**src/inc/aphi_defs.svh**
```systemverilog
`ifndef APHI_DEFS_SVH
`define APHI_DEFS_SVH

// Result word layout
`define APHI_RES_W          16
`define APHI_RES_MSB        15
`define APHI_RES_LSB        0
`define APHI_BYTE_W         8
`define APHI_RESET_RESULT   16'h0000

// Timing
`define APHI_CLK_HZ         25000000
`define APHI_CLK_NS         40
`define APHI_CONV_MAX_NS    2000
`define APHI_MIN_PULSE_NS   40

// FIFO geometry
`define APHI_FIFO_DEPTH     8

`endif

```
**src/inc/aphi_pkg.sv**
```systemverilog
package aphi_pkg;

   typedef logic [15:0] aphi_word_t;

   // Host control pins after synchronisation
   typedef struct packed {
      logic cs_n;
      logic rc_n;
      logic half_sel;
   } aphi_ctl_t;

   // Parallel bus drive: data and per-line output enable
   typedef struct packed {
      logic [15:0] data;
      logic [15:0] oe;
   } aphi_bus_t;

   typedef enum logic [1:0] {
      APHI_IDLE,
      APHI_CONV,
      APHI_LOAD
   } aphi_state_t;

endpackage

```
**src/logic/aphi_fifo.sv**
```systemverilog
`timescale 1ns/1ps
`include "aphi_defs.svh"

module aphi_fifo
   import aphi_pkg::*;
#(
   parameter int WIDTH = `APHI_RES_W,
   parameter int DEPTH = `APHI_FIFO_DEPTH
) (
   input  wire logic             i_clk,
   input  wire logic             i_rst,
   input  wire logic [WIDTH-1:0] i_data,
   input  wire logic             i_valid,
   output logic                  o_ready,
   output logic      [WIDTH-1:0] o_data,
   output logic                  o_valid,
   input  wire logic             i_ready
);
   localparam int AW = $clog2(DEPTH);

   initial begin
      if (DEPTH < 2 || (1 << AW) != DEPTH) begin
         $error("aphi_fifo: DEPTH must be a power of two, at least 2");
      end
   end

   logic [WIDTH-1:0] mem [DEPTH];
   logic [AW:0]      wp_r;
   logic [AW:0]      wp_nxt;
   logic [AW:0]      rp_r;
   logic [AW:0]      rp_nxt;
   logic             push;
   logic             pop;
   logic             full;
   logic             empty;

   always_comb begin
      full    = (wp_r[AW] != rp_r[AW]) && (wp_r[AW-1:0] == rp_r[AW-1:0]);
      empty   = (wp_r == rp_r);
      o_ready = !full;
      o_valid = !empty;
      o_data  = mem[rp_r[AW-1:0]];
      push    = i_valid && !full;
      pop     = i_ready && !empty;
      wp_nxt  = push ? wp_r + 1'b1 : wp_r;
      rp_nxt  = pop ? rp_r + 1'b1 : rp_r;
   end

   always_ff @(posedge i_clk or posedge i_rst) begin
      if (i_rst) begin
         wp_r <= '0;
         rp_r <= '0;
      end else begin
         wp_r <= wp_nxt;
         rp_r <= rp_nxt;
      end
   end

   // Storage has no reset; contents are only read once written
   always_ff @(posedge i_clk) begin
      if (push) begin
         mem[wp_r[AW-1:0]] <= i_data;
      end
   end

endmodule

```
**src/logic/aphi_host_if.sv**
```systemverilog
`timescale 1ns/1ps
`include "aphi_defs.svh"

// What this block and its host do
// RULE_01: busy_n low from conversion start until result register holds new word.
// RULE_02: half_select low shows upper byte, high shows lower byte.
// RULE_03: Chip select and read_convert are ORed; select fall with rc low starts.
// RULE_04: read_convert fall starts conversion when select low and busy_n high.
// RULE_05: read_convert rising with select low enables parallel outputs.
// RULE_06: Outputs high impedance whenever select high or read_convert low.
// RULE_07: Result MSB on line 15, LSB on line 0, descending between.
// RULE_08: Result is a 16-bit two's complement parallel word.
// RULE_09: Host holds start combination low at least 40 ns.
// RULE_10: Host keeps select or read_convert high as busy_n rises.
// RULE_11: Host may toggle half_select to read both bytes per conversion.
// RULE_12: Old result held during conversion; all 16 bits replaced at completion.

module aphi_host_if
   import aphi_pkg::*;
#(
   parameter int CONV_CYCLES = `APHI_CONV_MAX_NS / `APHI_CLK_NS
) (
   input  wire logic        i_clk,
   input  wire logic        i_rst,
   input  wire logic        i_chip_select_n,
   input  wire logic        i_read_convert_n,
   input  wire logic        i_half_select,
   input  wire logic        i_byte_mode,
   input  wire logic [15:0] i_sample,
   input  wire logic        i_sample_valid,
   output logic             o_sample_ready,
   output logic             o_busy_n,
   output logic             o_sample_req,
   output logic [15:0]      o_data,
   output logic [15:0]      o_data_oe
);
   // ------------------------------------------------------------
   // Elaboration checks and timing
   // ------------------------------------------------------------
   localparam int MIN_PULSE_CYC =
      (`APHI_MIN_PULSE_NS + `APHI_CLK_NS - 1) / `APHI_CLK_NS;
   localparam int CW = $clog2(CONV_CYCLES + 1);

   initial begin
      if (CONV_CYCLES < 4) begin
         $error("aphi_host_if: CONV_CYCLES must be at least 4");
      end
      if (MIN_PULSE_CYC > 1) begin
         $error("aphi_host_if: clock too slow to catch a minimum convert pulse");
      end
   end

   // ------------------------------------------------------------
   // Pin synchronisers
   // ------------------------------------------------------------
   aphi_ctl_t meta_r;
   aphi_ctl_t sync_r;
   aphi_ctl_t prev_r;

   always_ff @(posedge i_clk or posedge i_rst) begin
      if (i_rst) begin
         meta_r <= '{cs_n: 1'b1, rc_n: 1'b1, half_sel: 1'b0};
         sync_r <= '{cs_n: 1'b1, rc_n: 1'b1, half_sel: 1'b0};
         prev_r <= '{cs_n: 1'b1, rc_n: 1'b1, half_sel: 1'b0};
      end else begin
         meta_r <= '{cs_n: i_chip_select_n, rc_n: i_read_convert_n,
                     half_sel: i_half_select};
         sync_r <= meta_r;
         prev_r <= sync_r;
      end
   end

   logic start_comb_now;
   logic start_comb_prev;
   logic start_evt;
   logic out_active;

   always_comb begin
      start_comb_now  = !(sync_r.cs_n | sync_r.rc_n);    // RULE_03
      start_comb_prev = !(prev_r.cs_n | prev_r.rc_n);
      // Falling edge of the ORed pair: a fall on either pin while the other is low
      start_evt       = start_comb_now && !start_comb_prev; // RULE_03 RULE_04
      out_active      = !sync_r.cs_n && sync_r.rc_n;       // RULE_05 RULE_06
   end

   // ------------------------------------------------------------
   // Conversion sequencer
   // ------------------------------------------------------------
   aphi_state_t      st_r;
   aphi_state_t      st_nxt;
   logic [CW-1:0]    cnt_r;
   logic [CW-1:0]    cnt_nxt;
   logic             busy_n_r;
   logic             busy_n_nxt;
   logic             req_r;
   logic             req_nxt;
   aphi_word_t       result_r;
   aphi_word_t       result_nxt;
   logic             fifo_ready;
   logic             fifo_valid;
   aphi_word_t       fifo_data;
   logic             fifo_pop;

   // Incoming samples are buffered so the converter core may run ahead
   aphi_fifo #(
      .WIDTH (`APHI_RES_W),
      .DEPTH (`APHI_FIFO_DEPTH)
   ) u_fifo (
      .i_clk   (i_clk),
      .i_rst   (i_rst),
      .i_data  (i_sample),
      .i_valid (i_sample_valid),
      .o_ready (fifo_ready),
      .o_data  (fifo_data),
      .o_valid (fifo_valid),
      .i_ready (fifo_pop)
   );

   always_comb begin
      st_nxt     = st_r;
      cnt_nxt    = cnt_r;
      busy_n_nxt = busy_n_r;
      req_nxt    = 1'b0;
      result_nxt = result_r;
      fifo_pop   = 1'b0;
      unique case (st_r)
         APHI_IDLE: begin
            // Starts while busy are ignored
            if (start_evt && busy_n_r) begin          // RULE_04
               st_nxt     = APHI_CONV;
               cnt_nxt    = CW'(CONV_CYCLES - 2);
               busy_n_nxt = 1'b0;                     // RULE_01
               req_nxt    = 1'b1;
            end
         end
         APHI_CONV: begin
            if (cnt_r != '0) begin
               cnt_nxt = cnt_r - 1'b1;
            end else begin
               st_nxt = APHI_LOAD;
            end
         end
         APHI_LOAD: begin
            // Wait for a sample; busy_n stays low until the word is loaded
            if (fifo_valid) begin
               fifo_pop   = 1'b1;
               result_nxt = fifo_data;                // RULE_08 RULE_12
               busy_n_nxt = 1'b1;                     // RULE_01
               st_nxt     = APHI_IDLE;
            end
         end
      endcase
   end

   always_ff @(posedge i_clk or posedge i_rst) begin
      if (i_rst) begin
         st_r     <= APHI_IDLE;
         cnt_r    <= '0;
         busy_n_r <= 1'b1;
         req_r    <= 1'b0;
         result_r <= `APHI_RESET_RESULT;
      end else begin
         st_r     <= st_nxt;
         cnt_r    <= cnt_nxt;
         busy_n_r <= busy_n_nxt;
         req_r    <= req_nxt;
         result_r <= result_nxt;
      end
   end

   // ------------------------------------------------------------
   // Output bus drive
   // ------------------------------------------------------------
   aphi_bus_t bus_r;
   aphi_bus_t bus_nxt;
   logic      rdy_r;

   always_comb begin
      bus_nxt.data = '0;
      bus_nxt.oe   = '0;
      if (out_active) begin                            // RULE_05 RULE_06
         if (i_byte_mode) begin
            // Byte mode drives the low lane only
            bus_nxt.data[`APHI_BYTE_W-1:0] = sync_r.half_sel ?
               result_r[`APHI_BYTE_W-1:0] :
               result_r[`APHI_RES_MSB -: `APHI_BYTE_W];  // RULE_02
            bus_nxt.oe[`APHI_BYTE_W-1:0]   = '1;
         end else begin
            bus_nxt.data = result_r;                   // RULE_07
            bus_nxt.oe   = '1;
         end
      end
   end

   always_ff @(posedge i_clk or posedge i_rst) begin
      if (i_rst) begin
         bus_r <= '0;
         rdy_r <= 1'b0;
      end else begin
         bus_r <= bus_nxt;
         rdy_r <= fifo_ready;
      end
   end

   always_comb begin
      o_data         = bus_r.data;
      o_data_oe      = bus_r.oe;
      o_busy_n       = busy_n_r;
      o_sample_req   = req_r;
      o_sample_ready = rdy_r;
   end

endmodule

```
**config.mk**
```make
export PLATFORM = sky130hd
export DESIGN_NAME = aphi_host_if
export DESIGN_NICKNAME = d
export VERILOG_FILES = /design/src/inc/aphi_pkg.sv /design/src/logic/aphi_fifo.sv /design/src/logic/aphi_host_if.sv
export VERILOG_INCLUDE_DIRS = /design/src /design/src/inc
export SDC_FILE = /design/constraint.sdc
export NUM_CORES = 1
export LEC_CHECK = 0
export BUFFER_PORTS_ARGS = -buffer_cell sky130_fd_sc_hd__buf_4
export CAP_MARGIN = 25
export CORE_MARGIN = 10
export CORE_UTILIZATION = 55
export DETAILED_ROUTE_END_ITERATION = 7
export GPL_TIMING_DRIVEN = 0
export PLACE_DENSITY = 0.74
export REMOVE_ABC_BUFFERS = 1
export SLEW_MARGIN = 40
export SYNTH_ARGS = -nofsm -noshare
export SYNTH_HDL_FRONTEND = slang
export SYNTH_SLANG_ARGS = --single-unit
```
**constraint.sdc**
```tcl
create_clock -name i_clk -period 3.1 [get_ports i_clk]
set_clock_uncertainty 0.05 [all_clocks]
set_input_delay 0.465 -clock i_clk [delete_from_list [all_inputs] [get_ports i_clk]]
set_output_delay 0.465 -clock i_clk [all_outputs]
set_load 0.005 [all_outputs]
```
Yosys cells after proc, flatten, opt, wreduce, memory -nomap -nowiden
Memory sizes are Yosys's and may differ from the RTL's. A register that Yosys moved wholly into a read port is not among the register bits.
Index checks and enable logic that the tools add are counted.
{"block": "word_totals", "wordCells": 72, "in_bits": 23, "mem_count": 1, "ff_bits": 59, "ram_bits": 128}
{"block": "classes", "bitwise": 3, "add_sub_neg": 3, "mux": 21, "n_reduce_logical": 18, "n_eq_ne": 9}
{"name": "u_fifo.mem", "depth": 8, "word_bits": 16, "read_ports": 1, "rd_clocked_by_memory_dff": 1, "write_ports": 1, "line_no": "aphi_fifo.sv:27", "rtl": "logic [WIDTH-1:0] mem [DEPTH];"}
{"op": "two-way mux 32 bit", "n": 1}
{"op": "two-way mux 8 bit", "n": 4}
{"op": "two-way mux 6 bit", "n": 2}
{"op": "case mux 6 bit (2 select lines)", "n": 1}
{"op": "AND reduction 3 bit", "n": 3}
{"op": "adder 4 x 1 -> 4 bit, second input constant", "n": 2}
{"op": "two-way mux 1 bit", "n": 8}
{"op": "inequality test 2 bit, second input constant", "n": 4}
{"op": "logical AND 1 bit", "n": 6}
{"op": "two-way mux 2 bit", "n": 3}
{"op": "case mux 2 bit (3 select lines)", "n": 1}
{"op": "nonzero test 6 bit", "n": 1}
{"op": "subtractor 6 x 1 -> 6 bit, second input constant", "n": 1}
{"op": "== test 4 bit", "n": 1}
{"op": "zero test 1 bit", "n": 4}
{"op": "nonzero test 2 bit", "n": 2}
{"op": "== test 3 bit", "n": 1}
{"op": "== test 2 x 1 -> 1 bit, second input constant", "n": 1}
{"op": "== test 2 bit, second input constant", "n": 1}
{"op": "zero test 2 bit", "n": 1}
{"op": "OR 1 bit", "n": 2}
{"op": "case mux 1 bit (2 select lines)", "n": 1}
{"op": "AND reduction 2 bit", "n": 1}
{"op": "inequality test 1 bit", "n": 1}
{"op": "NOT 1 bit", "n": 1}

Depth between registers and ports, before layout
Gate-level depths: netlist of the first run.
{"block": "logic_depth", "ltp_word": 6, "ltp_mapped": 6, "depth_no_buf": 6}

Cells and area by module
A second synthesis of the first run with hierarchy kept.
{"block": "unflattened", "hier_cells": 427, "area_unflattened_um2": 7855.0}
{"mod": "aphi_fifo", "cells_per_inst": 247, "instances": 1, "seq_area_each_um2": 4043.9, "area_each_um2": 5589.1}
{"mod": "aphi_host_if", "cells_per_inst": 180, "instances": 1, "seq_area_each_um2": 1335.0, "area_each_um2": 2265.9}

Least setup slack after synthesis of the first run
OpenSTA, ideal clock, no wires.
{"block": "synth_timing", "kind": "register -> register", "from": "reg u_fifo.rp_r[0]", "to": "mem u_fifo.mem[0][0] in the netlist's numbering (enable)", "path_slack_ps": 251, "setup_time_ps": 409, "stages_incl_launch_ff": 6, "arrival_time_ps": 2389, "synth_period_minus_slack_ps": 2849, "path_cell_list": "dfrtp_1 buf_2 xor2_1 or4_4 nand3_1 nor3_1"}
{"block": "synth_between", "elab_chain_len": 6}
{"item": "start, declared", "line_no": "aphi_fifo.sv:30", "rtl": "logic [AW:0] rp_r;"}
{"item": "start signal, assigned", "line_no": "aphi_fifo.sv:55", "rtl": "rp_r <= rp_nxt;"}
{"item": "== test 3 bit", "line_no": "aphi_fifo.sv:38", "rtl": "full = (wp_r[AW] != rp_r[AW]) && (wp_r[AW-1:0] == rp_r[AW-1:0]);"}
{"item": "logical AND 1 bit", "line_no": "aphi_fifo.sv:38"}
{"item": "zero test 1 bit"}
{"item": "net fifo_ready", "line_no": "aphi_host_if.sv:99", "rtl": "logic fifo_ready;"}
{"item": "logical AND 1 bit", "line_no": "aphi_fifo.sv:43", "rtl": "push = i_valid && !full;"}
{"item": "two-way mux 1 bit", "line_no": "aphi_fifo.sv:61", "rtl": "if (push) begin"}
{"item": "two-way mux 1 bit (not written as such)", "line_no": "aphi_fifo.sv:62", "rtl": "mem[wp_r[AW-1:0]] <= i_data;"}
{"item": "end, declared", "line_no": "aphi_fifo.sv:27"}
The timed path passes the listed nets, and every way through them passes these cells.

Worst setup path after layout of the first run
{"block": "layout_timing", "from": "reg u_fifo.rp_r[2]", "to": "mem u_fifo.mem[0][11] in the netlist's numbering (enable)"}
Same word-level chain as after synthesis.

==> metrics.yaml, run 1 <==
power:
  p_leak_nw: 3.22
  total_power_mw: 5.74
  ir_worst_vdd_uv: 432
  powerDensity_nw_per_um2: 660
route:
  drt-pass1-iter-count: 4
  viasPerCell: 5.54
  drcViolationCount: 0
  vias: 3690
  drt-wirelength-per-cell_um: 19.8
  drt_iter0_drc: 263
  routed_wl_mm: 13.2
  ant_nets: 0
cells_and_area:
  drive_gt1_share_pct: 33.7
  antenna_cells: 0
  syn2layout_area_growth_pct: 17.4
  finalNetCount: 507
  final_cell_count_no_fill: 666
  fin_area_um2: 8700
floorplanning:
  row_count: 42
  start_util_pct: 55.9
  die_w_um: 136
  dieArea_um2: 18500
  coreArea_um2: 13200
  die_y_um: 136
  io_pins: 58
worst_setup_path:
  critPathLaunchType: "flip-flop"
  arrival_ns: 2.94
  path_max_fanout: 19
  required_ns: 3.19
  crit_type: "flip-flop to flip-flop"
  reg2regPathDepth: 6
  end_kind: "flip-flop"
timing:
  rsz0062_at_grt: "false"
  fin_crit_sh_pct: 92.2
  finalSetupTns_ns: 0
  slew_headroom_pct: 55.4
  maxSlewViolCount: 0
  max_freq_mhz: 350
  setup_viol: 0
  worst_pin_slew_ns: 0.669
  period_minus_slack_ns: 2.86
  hold_viol: 0
logic_synthesis:
  yosysTopAreaCell: "edfxtp_1"
  synth_flop_cell: "edfxtp_1"
  synth-seq-area-share_pct: 72.6
  synth.most_common_cell: "edfxtp_1"
  async_reset_ff_share_pct: 32.3
  avgSynthCellArea_um2: 17.9
  synth_enable_flop_cells: 128
  syn_inst: 413
  yosys-top-cells-count: "edfxtp_1, dfrtp_1, mux4_2, mux2i_1, nor2_1"
  ys_ff_latch: 189
  synth_area_leaders: "edfxtp_1, dfrtp_1, mux4_2"
  yosysUniqueCellTypes: 46
  synth_top_cell_area_share_pct: 51.9
  yosys_warnings: 0
  netlist_area_um2: 7410
clock_network:
  cts_buffers: 17
  cts_resized: 0
  clockBufferDepth: 2
  insertion_delay_ns: 0.44
  ctsRootBufferMaster: "clkbuf_16"
  clock_sinks: 189
  cts_tree: "built"
  cts.htree.levels: 4
  clk_pin_slew_worst_paths_ns: 0.06
place:
  place_area_um2: 8150
  place_inst: 633
  io_buffer_count: 57
  routabilityCongestion: 0.783
  dp_hpwl_mm: 8.78
run:
  drv_cap: 0
global_route:
  grt_max_degree: 46
  grt_pass1_wl_mm: 20.7
  grt_overflow: 0
  grt_pass1_vias: 3747
  antenna_found_initial: 0
  grt_usage_pct: 14.9
min_path:
  hold_depth: 1
  hold_class: "primary input to flip-flop"
run_status:
  status: "finished clean"
-- flip-flops by register name (all words and copies together), names as in the netlist, 2 cells and up --
signal and flops:
sync_r 3, result_r 16, u_fifo.wp_r 4, o_data_oe 2, prev_r 2, meta_r 3
cnt_r 6, u_fifo.mem 128, o_data 16, u_fifo.rp_r 4, st_r 2
-- critical path: stages, from the launching register on --
cell     delay [ns]
dfrtp_2        0.80
xor2_1         0.44
or4_4          0.23
nand3_1        0.28
nor3_2         0.30
buf_2          0.26
buf_4          0.19
-- metrics by stage --
stage	setup WS, ns	hold slack, ns	utilization, %
2_1_floorplan	-0.750	0.281	-
3_3_place_gp	-2.34	0.295	59.3
3_5_place_dp	0.248	0.298	61.5
4_1_cts	0.210	0.0812	65.7
5_1_grt	0.117	0.0746	65.7
6_report	0.243	0.0955	65.7
-- power by group --
| part | total (mW) | switching (mW) | leakage [nW] | internal [mW] |
|---|---|---|---|---|
| Sequential | 3.11 | 0.107 | 1.96 | 3.00 |
| Combinational | 0.665 | 0.405 | 0.997 | 0.259 |
| Clock | 1.97 | 0.931 | 0.255 | 1.03 |
-- layout by cell type, fill, tap and decap left out, types with 3 or more instances in the layout --
master	Yosys	final
and2_1	8	8
buf_4	16	63
buf_8	0	3
clkbuf_16	0	17
clkinv_2	0	4
clkinvlp_4	0	5
dfrtp_1	54	51
dfstp_2	7	7
edfxtp_1	128	128
ha_1	7	7
inv_1	11	10
inv_6	0	5
mux2i_1	25	25
mux4_2	32	32
nand2_1	19	19
nand2b_1	5	5
nand3_1	5	5
nor2_1	20	15
nor2_4	0	5
o21ai_0	16	16
xnor2_1	5	5
xor2_1	7	7
-- layout make-up --
cell class / count / area (um2)
clock buffers: 17 / 425
clock inverters: 15 / 113
fillers: 932 / 4550
inverters: 11 / 43.8
multi-input cells: 183 / 1850
flip-flops and latches: 189 / 5390
well taps: 176 / 220
repair buffers: 75 / 656
-- cell families after synthesis --
| logic type | Yosys count | synth area share, % |
|---|---|---|
| flops | 189 | 72.6 |
| simple gates | 71 | 4.71 |
| mux | 59 | 13.5 |
| buf+inv | 41 | 3.19 |
| compound gates | 34 | 3.40 |
| xor+xnor | 12 | 1.42 |
| fa+ha+maj | 7 | 1.18 |
-- repair_timing --
item / CTS / global route
setup endpoints to repair: 0 / 0
hold buffers: 1 / 0
hold endpoints to repair: 16 / 0
buffers inserted: 0 / 0
-- layer usage --
metal	GRT usage, %	wire length, um	share of wire [%]
met1	18.7	5740	44
met3	5.17	753	5.7
met4	5.27	178	1.4
met5	0	0	0
met2	23.6	6500	49
-- final timing paths --
kind / startpoint / slack (ns) / to
min in group asynchronous: i_rst / 0.47 / result_r[8]
max in group asynchronous: i_rst / 1.98 / sync_r[1]
hold reg to reg: meta_r[1] / 0.31 / sync_r[1]
hold / removal: i_read_convert_n / 0.1 / meta_r[1]
setup reg to reg: u_fifo.rp_r[2] / 0.24 / u_fifo.mem[0][11]
setup / recovery: u_fifo.rp_r[2] / 0.24 / u_fifo.mem[0][11]
(Power assumes the default switching activity.)
==> run 2: changes to the inputs <==
--- a/config.mk
+++ b/config.mk
@@ -8,11 +8,12 @@
 export LEC_CHECK = 0
 export BUFFER_PORTS_ARGS = -buffer_cell sky130_fd_sc_hd__buf_4
 export CAP_MARGIN = 25
+export CORE_ASPECT_RATIO = 1.1
 export CORE_MARGIN = 10
 export CORE_UTILIZATION = 55
 export DETAILED_ROUTE_END_ITERATION = 7
 export GPL_TIMING_DRIVEN = 0
-export PLACE_DENSITY = 0.74
+export PLACE_DENSITY_LB_ADDON = 0.12
 export REMOVE_ABC_BUFFERS = 1
 export SLEW_MARGIN = 40
 export SYNTH_ARGS = -nofsm -noshare
==> run 2 against run 1 <==
Compared with the run above: worst setup slack got worse by 0.058 ns; clock power barely moved; count of clock-buffer cells in the layout rose by 1; maximum frequency fell by 2.0%; utilization barely moved; largest cell class unchanged; largest power group unchanged; highest routed layer unchanged.
==> metrics.yaml, run 2 (synthesis results as in run 1) <==
floorplanning:
  io_pins: 58  # unchanged
  dieArea_um2: 18500  # about the same
  die_y_um: 142  # +4.2%
  coreArea_um2: 13200  # -0.23%
  start_util_pct: 56.1  # +0.13 points
  row_count: 44  # +4.8%
  die_w_um: 131  # -4.0%
cells_and_area:
  seqCellArea_um2: 5390  # unchanged
  final_common_cell: "edfxtp_1"
  fin_area_um2: 8680  # -0.20%
  finalNetCount: 508  # +0.20%
  fillers: 916  # -1.7%
  multi_input_area_um2: 1860  # +0.34%
  drive_gt1_share_pct: 33.2  # -0.48 points
  antenna_cells: 0  # unchanged
  layout_common_cells: "edfxtp_1, buf_4, dfrtp_1"
  largest_reg_flops: 128  # unchanged
  utilization_pct: 65.7  # about the same
  syn2layout_area_growth_pct: 17.2
timing:
  worst_pin_slew_ns: 0.671  # +0.00190 ns
  maxSlewViolCount: 0  # unchanged
  slew_headroom_pct: 55.3  # -0.13 points
  setup_ws_ns: 0.184  # -0.0583 ns
  rsz0062_at_grt: "false"
  fin_crit_sh_pct: 94.1  # +1.9 points
  max_freq_mhz: 343  # -2.0%
  period_minus_slack_ns: 2.92  # +0.0583 ns
  hold_viol: 0  # unchanged
  finalSetupTns_ns: 0  # unchanged
  setup_viol: 0  # unchanged
worst_setup_path:
  slowest_delay_ns: 0.57  # -0.23 ns
  arrival_ns: 3.01  # +0.07 ns
  crit_top_cell: "buf_4"
  required_ns: 3.19  # about the same
  end_kind: "flip-flop"
  path_max_fanout: 26  # +7
  critPathLaunchType: "flip-flop"
  crit_type: "flip-flop to flip-flop"
  slowest_stage: "dfrtp_4"
  cp_cell_sequence: "buf_12, xor2_1, or4_4, nand3_1, nor3_4, buf_4, buf_4"
place:
  place_area_um2: 8110  # -0.45%
  dp_slack_ns: 0.0571  # -0.191 ns
  io_buffer_count: 57  # unchanged
  routabilityCongestion: 0.737  # -5.8%
  dp_hpwl_mm: 8.79  # +0.16%
power:
  p_leak_nw: 3.20  # -0.45%
  p_clk_share_pct: 34.7  # +0.5 points
  p_comb_share_pct: 11.2  # -0.4 points
  ir_worst_vdd_uv: 419  # -2.9%
  switching_share_pct: 24.4  # -0.71 points
  intPower_mw: 4.35  # +1.3%
  p_switching_mw: 1.41  # -2.5%
  powerDensity_nw_per_um2: 663  # +0.51%
  seqPwrFrac_pct: 54.0  # -0.2 points
global_route:
  grt_pass1_vias: 3707  # -1.1%
  busiest_layer: "met2"
  grt_max_degree: 37  # -20%
  antenna_found_initial: 0  # unchanged
  grt_usage_pct: 14.8  # -0.077 points
  grt_overflow: 0  # unchanged
  met2_usage_pct: 23.1  # -0.51 points
  grt_util_met1_pct: 18.8  # +0.12 points
  met3_usage_pct: 4.62  # -0.54 points
  grt_pass1_wl_mm: 20.4  # -1.3%
run:
  drv_cap: 0  # unchanged
clock_network:
  insertion_delay_ns: 0.43  # about the same
  cts.htree.levels: 4  # unchanged
  clk_pin_slew_worst_paths_ns: 0.06  # about the same
  clock_sinks: 189  # unchanged
  cts_buffers: 17  # unchanged
  clockBufferDepth: 2  # unchanged
  cts_tree: "built"
  ctsRootBufferMaster: "clkbuf_16"
route:
  ant_nets: 0  # unchanged
  drt-pass1-iter-count: 4  # unchanged
  drt_iter0_drc: 189  # -28%
  drt-wirelength-per-cell_um: 19.5  # -1.3%
  vias: 3609  # -2.2%
  viasPerCell: 5.54  # about the same
  routed_wl_mm: 12.7  # -3.3%
  drcViolationCount: 0  # unchanged
min_path:
  hold_class: "primary input to flip-flop"
run_status:
  status: "finished clean"
run 2: cell types whose count changed in the layout (fill, tap and decap cells not counted), moves of 2 or more:
cell / before / now
clkinvlp_4: 5 / 7
buf_16: 2 / 0
clkinv_1: 0 / 2
inv_6: 5 / 2
buf_8: 3 / 5
clkinv_2: 4 / 0
run 2: power by group through the flow:
stage / clock [mW] / sequential [mW] / combinational [mW]
detailed placement: 0 / 3.16 / 0.658
CTS: 2.04 / 3.11 / 0.661
finish: 2.00 / 3.11 / 0.647
global placement: 0 / 3.15 / 0.514
global route: 2.15 / 3.13 / 0.703
floorplan: 0 / 3.13 / 0.329
run 2: cell type report:
| cell class | count | area share [%] |
|---|---|---|
| tap | 161 | 2.32 |
| clock inverter | 14 | 1.40 |
| sequential | 189 | 62.1 |
| multi-input combinational | 183 | 21.4 |
| clock buffer | 18 | 4.94 |
| timing repair buffer | 76 | 7.35 |
| inverter | 11 | 0.505 |
run 2: layer usage:
| metal | share of wire [%] | vias to the layer above |
|---|---|---|
| li1 | - | 1689 |
| met1 | 44 | 1820 |
| met2 | 49 | 81 |
| met3 | 5.6 | 19 |
| met4 | 1.9 | 0 |
| met5 | 0 | - |
run 2: worst max-delay path: cells and delay by family (launching register included):
kind	cells	cell delay [ns]
xor+xnor	1	0.41
buf+inv	3	0.64
flops	1	0.57
simple gates	3	0.93
run 2: repair_timing:
item	4_1_cts	5_1_grt
setup endpoints to repair	0	4
hold endpoints to repair	26	0
setup buffers	0	0
hold buffers	1	0
resized for setup	0	1
run 2: stage by stage:
stage,instances,hold WS (ns),power [mW]
4_1_cts,652,0.0816,5.81
2_1_floorplan,383,0.281,3.46
3_3_place_gp,601,0.286,3.66
6_report,652,0.0963,5.76
5_1_grt,652,0.0812,5.99
3_5_place_dp,619,0.285,3.82
run 2: worst paths after layout:
| kind | start | to | slack (ns) | depth (start not counted) |
|---|---|---|---|---|
| min in group asynchronous | i_rst | o_data[10] | 0.55 | 3 |
| hold / removal | i_half_select | meta_r[0] | 0.1 | 1 |
| setup reg to reg | u_fifo.rp_r[0] | u_fifo.mem[0][8] | 0.18 | 7 |
| max in group asynchronous | i_rst | u_fifo.rp_r[0] | 1.96 | 4 |
| hold reg to reg | meta_r[0] | sync_r[0] | 0.30 | 0 |
| setup / recovery | u_fifo.rp_r[0] | u_fifo.mem[0][8] | 0.18 | 7 |
==> run 3: changes to the inputs <==
--- a/config.mk
+++ b/config.mk
@@ -13,6 +13,7 @@
 export CORE_UTILIZATION = 55
 export DETAILED_ROUTE_END_ITERATION = 7
 export GPL_TIMING_DRIVEN = 0
+export MAX_ROUTING_LAYER = met4
 export PLACE_DENSITY_LB_ADDON = 0.12
 export REMOVE_ABC_BUFFERS = 1
 export SLEW_MARGIN = 40
==> run 3 against run 2 <==
Compared with the run above: via count rose by 0.33%; maximum frequency barely moved; global-route usage rose by 0.42 points; critical path depth did not move; routed wire length rose by 0.26%; worst hold slack got worse by 0.0036 ns; final cell count did not move; sequential power barely moved; count of clock-buffer cells in the layout did not move; first-iteration DRC count rose by 8.5%; total power barely moved; largest cell class unchanged.
==> metrics.yaml, run 3 (synthesis results as in run 1) <==
clock_network:
  cts_buffers: 17  # unchanged
  cts_tree: "built"
  clk_pin_slew_worst_paths_ns: 0.06  # about the same
  clock_sinks: 189  # unchanged
  clockBufferDepth: 2  # unchanged
  cts.htree.levels: 4  # unchanged
  ctsRootBufferMaster: "clkbuf_16"
  cts_setup_buffers: 0  # unchanged
  insertion_delay_ns: 0.43  # about the same
cells_and_area:
  utilization_pct: 65.7  # unchanged
  fillers: 916  # unchanged
  seqCellArea_um2: 5390  # unchanged
  syn2layout_area_growth_pct: 17.2  # unchanged
  final_common_cell: "edfxtp_1"
  antenna_cells: 0  # unchanged
  largest_reg_flops: 128  # unchanged
  fin_area_um2: 8680  # unchanged
  drive_gt1_share_pct: 33.2  # unchanged
  multi_input_area_um2: 1860  # unchanged
  final_cell_count_no_fill: 652  # unchanged
  finalNetCount: 508  # unchanged
  layout_common_cells: "edfxtp_1, buf_4, dfrtp_1"
place:
  place_area_um2: 8110  # unchanged
  dp_slack_ns: 0.0571  # unchanged
  io_buffer_count: 57  # unchanged
  dp_hpwl_mm: 8.79  # unchanged
  routabilityCongestion: 0.746  # +1.2%
  place_inst: 619  # unchanged
route:
  drt_iter0_drc: 205  # +8.5%
  vias: 3621  # +0.33%
  drt-wirelength-per-cell_um: 19.6  # +0.26%
  ant_nets: 0  # unchanged
  drt-pass1-iter-count: 4  # unchanged
  routed_wl_mm: 12.8  # +0.26%
  viasPerCell: 5.55  # +0.33%
  drcViolationCount: 0  # unchanged
floorplanning:
  die_w_um: 131  # unchanged
  dieArea_um2: 18500  # unchanged
  row_count: 44  # unchanged
  start_util_pct: 56.1  # unchanged
  coreArea_um2: 13200  # unchanged
  die_y_um: 142  # unchanged
  io_pins: 58  # unchanged
timing:
  finalSetupTns_ns: 0  # unchanged
  setup_ws_ns: 0.183  # -0.00119 ns
  rsz0062_at_grt: "false"
  period_minus_slack_ns: 2.92  # +0.00119 ns
  hold_viol: 0  # unchanged
  setup_viol: 0  # unchanged
  worst_pin_slew_ns: 0.661  # -0.00974 ns
  max_freq_mhz: 343  # about the same
  maxSlewViolCount: 0  # unchanged
  fin_crit_sh_pct: 94.1  # about the same
  hold_ws_ns: 0.0927  # -0.00356 ns
  slew_headroom_pct: 55.9  # +0.65 points
worst_setup_path:
  path_max_fanout: 26  # unchanged
  arrival_ns: 3.01  # about the same
  end_kind: "flip-flop"
  crit_type: "flip-flop to flip-flop"
  required_ns: 3.19  # about the same
  critPathLaunchType: "flip-flop"
global_route:
  grt_pass1_vias: 3720  # +0.35%
  antenna_found_initial: 0  # unchanged
  grt_pass1_wl_mm: 20.4  # unchanged
  grt_util_met1_pct: 18.9  # +0.050 points
  grt_usage_pct: 15.2  # +0.42 points
  busiest_layer: "met2"
  grt_overflow: 0  # unchanged
  met2_usage_pct: 23.1  # unchanged
  met3_usage_pct: 5.11  # +0.48 points
  grt_max_degree: 37  # unchanged
power:
  total_power_mw: 5.76  # about the same
  powerDensity_nw_per_um2: 664  # about the same
  ir_worst_vdd_uv: 419  # about the same
  p_leak_nw: 3.20  # unchanged
run_status:
  status: "finished clean"
run:
  drv_cap: 0  # unchanged
min_path:
  hold_class: "primary input to flip-flop"
run 3: path summary, 6_finish.rpt:
path | from | to | slack (ns) | cells past startpoint
min in group asynchronous | i_rst | o_data[10] | 0.54 | 3
max in group asynchronous | i_rst | u_fifo.rp_r[0] | 1.96 | 4
worst min register to register | meta_r[0] | sync_r[0] | 0.30 | 0
worst max register to register | u_fifo.rp_r[0] | u_fifo.mem[0][8] | 0.18 | 7
worst min-delay path | i_half_select | meta_r[0] | 0.09 | 1
worst max-delay path | u_fifo.rp_r[0] | u_fifo.mem[0][8] | 0.18 | 7
run 3: report_power, final:
part           internal (mW)  switching, mW  total (mW)
logic                  0.246          0.401       0.647
registers               3.00          0.107        3.11
clock network           1.10          0.903        2.00
run 3: final cells by class:
class                      count  area share, %
sequential                   189           62.1
clock inverter                14           1.40
clock buffer                  18           4.94
multi-input combinational    183           21.4
tap                          161           2.32
inverter                      11          0.505
timing repair buffer          76           7.35
run 3: layer usage:
layer  share of wire, %  vias up
met5                  0        -
met4                1.6        0
met3                6.1       17
met2                 49       92
met1                 44     1822
li1                   -     1690
run 3: worst max-delay path: stages, from the launching register on:
cell	delay, ns
dfrtp_4	0.57
buf_12	0.27
xor2_1	0.41
or4_4	0.24
nand3_1	0.30
nor3_4	0.39
buf_4	0.22
buf_4	0.15
run 3: repair_timing:
action,CTS,global route
gates resized for setup,0,1
endpoints found under the hold margin,26,0
endpoints found under the setup margin,0,4
hold buffers,1,0
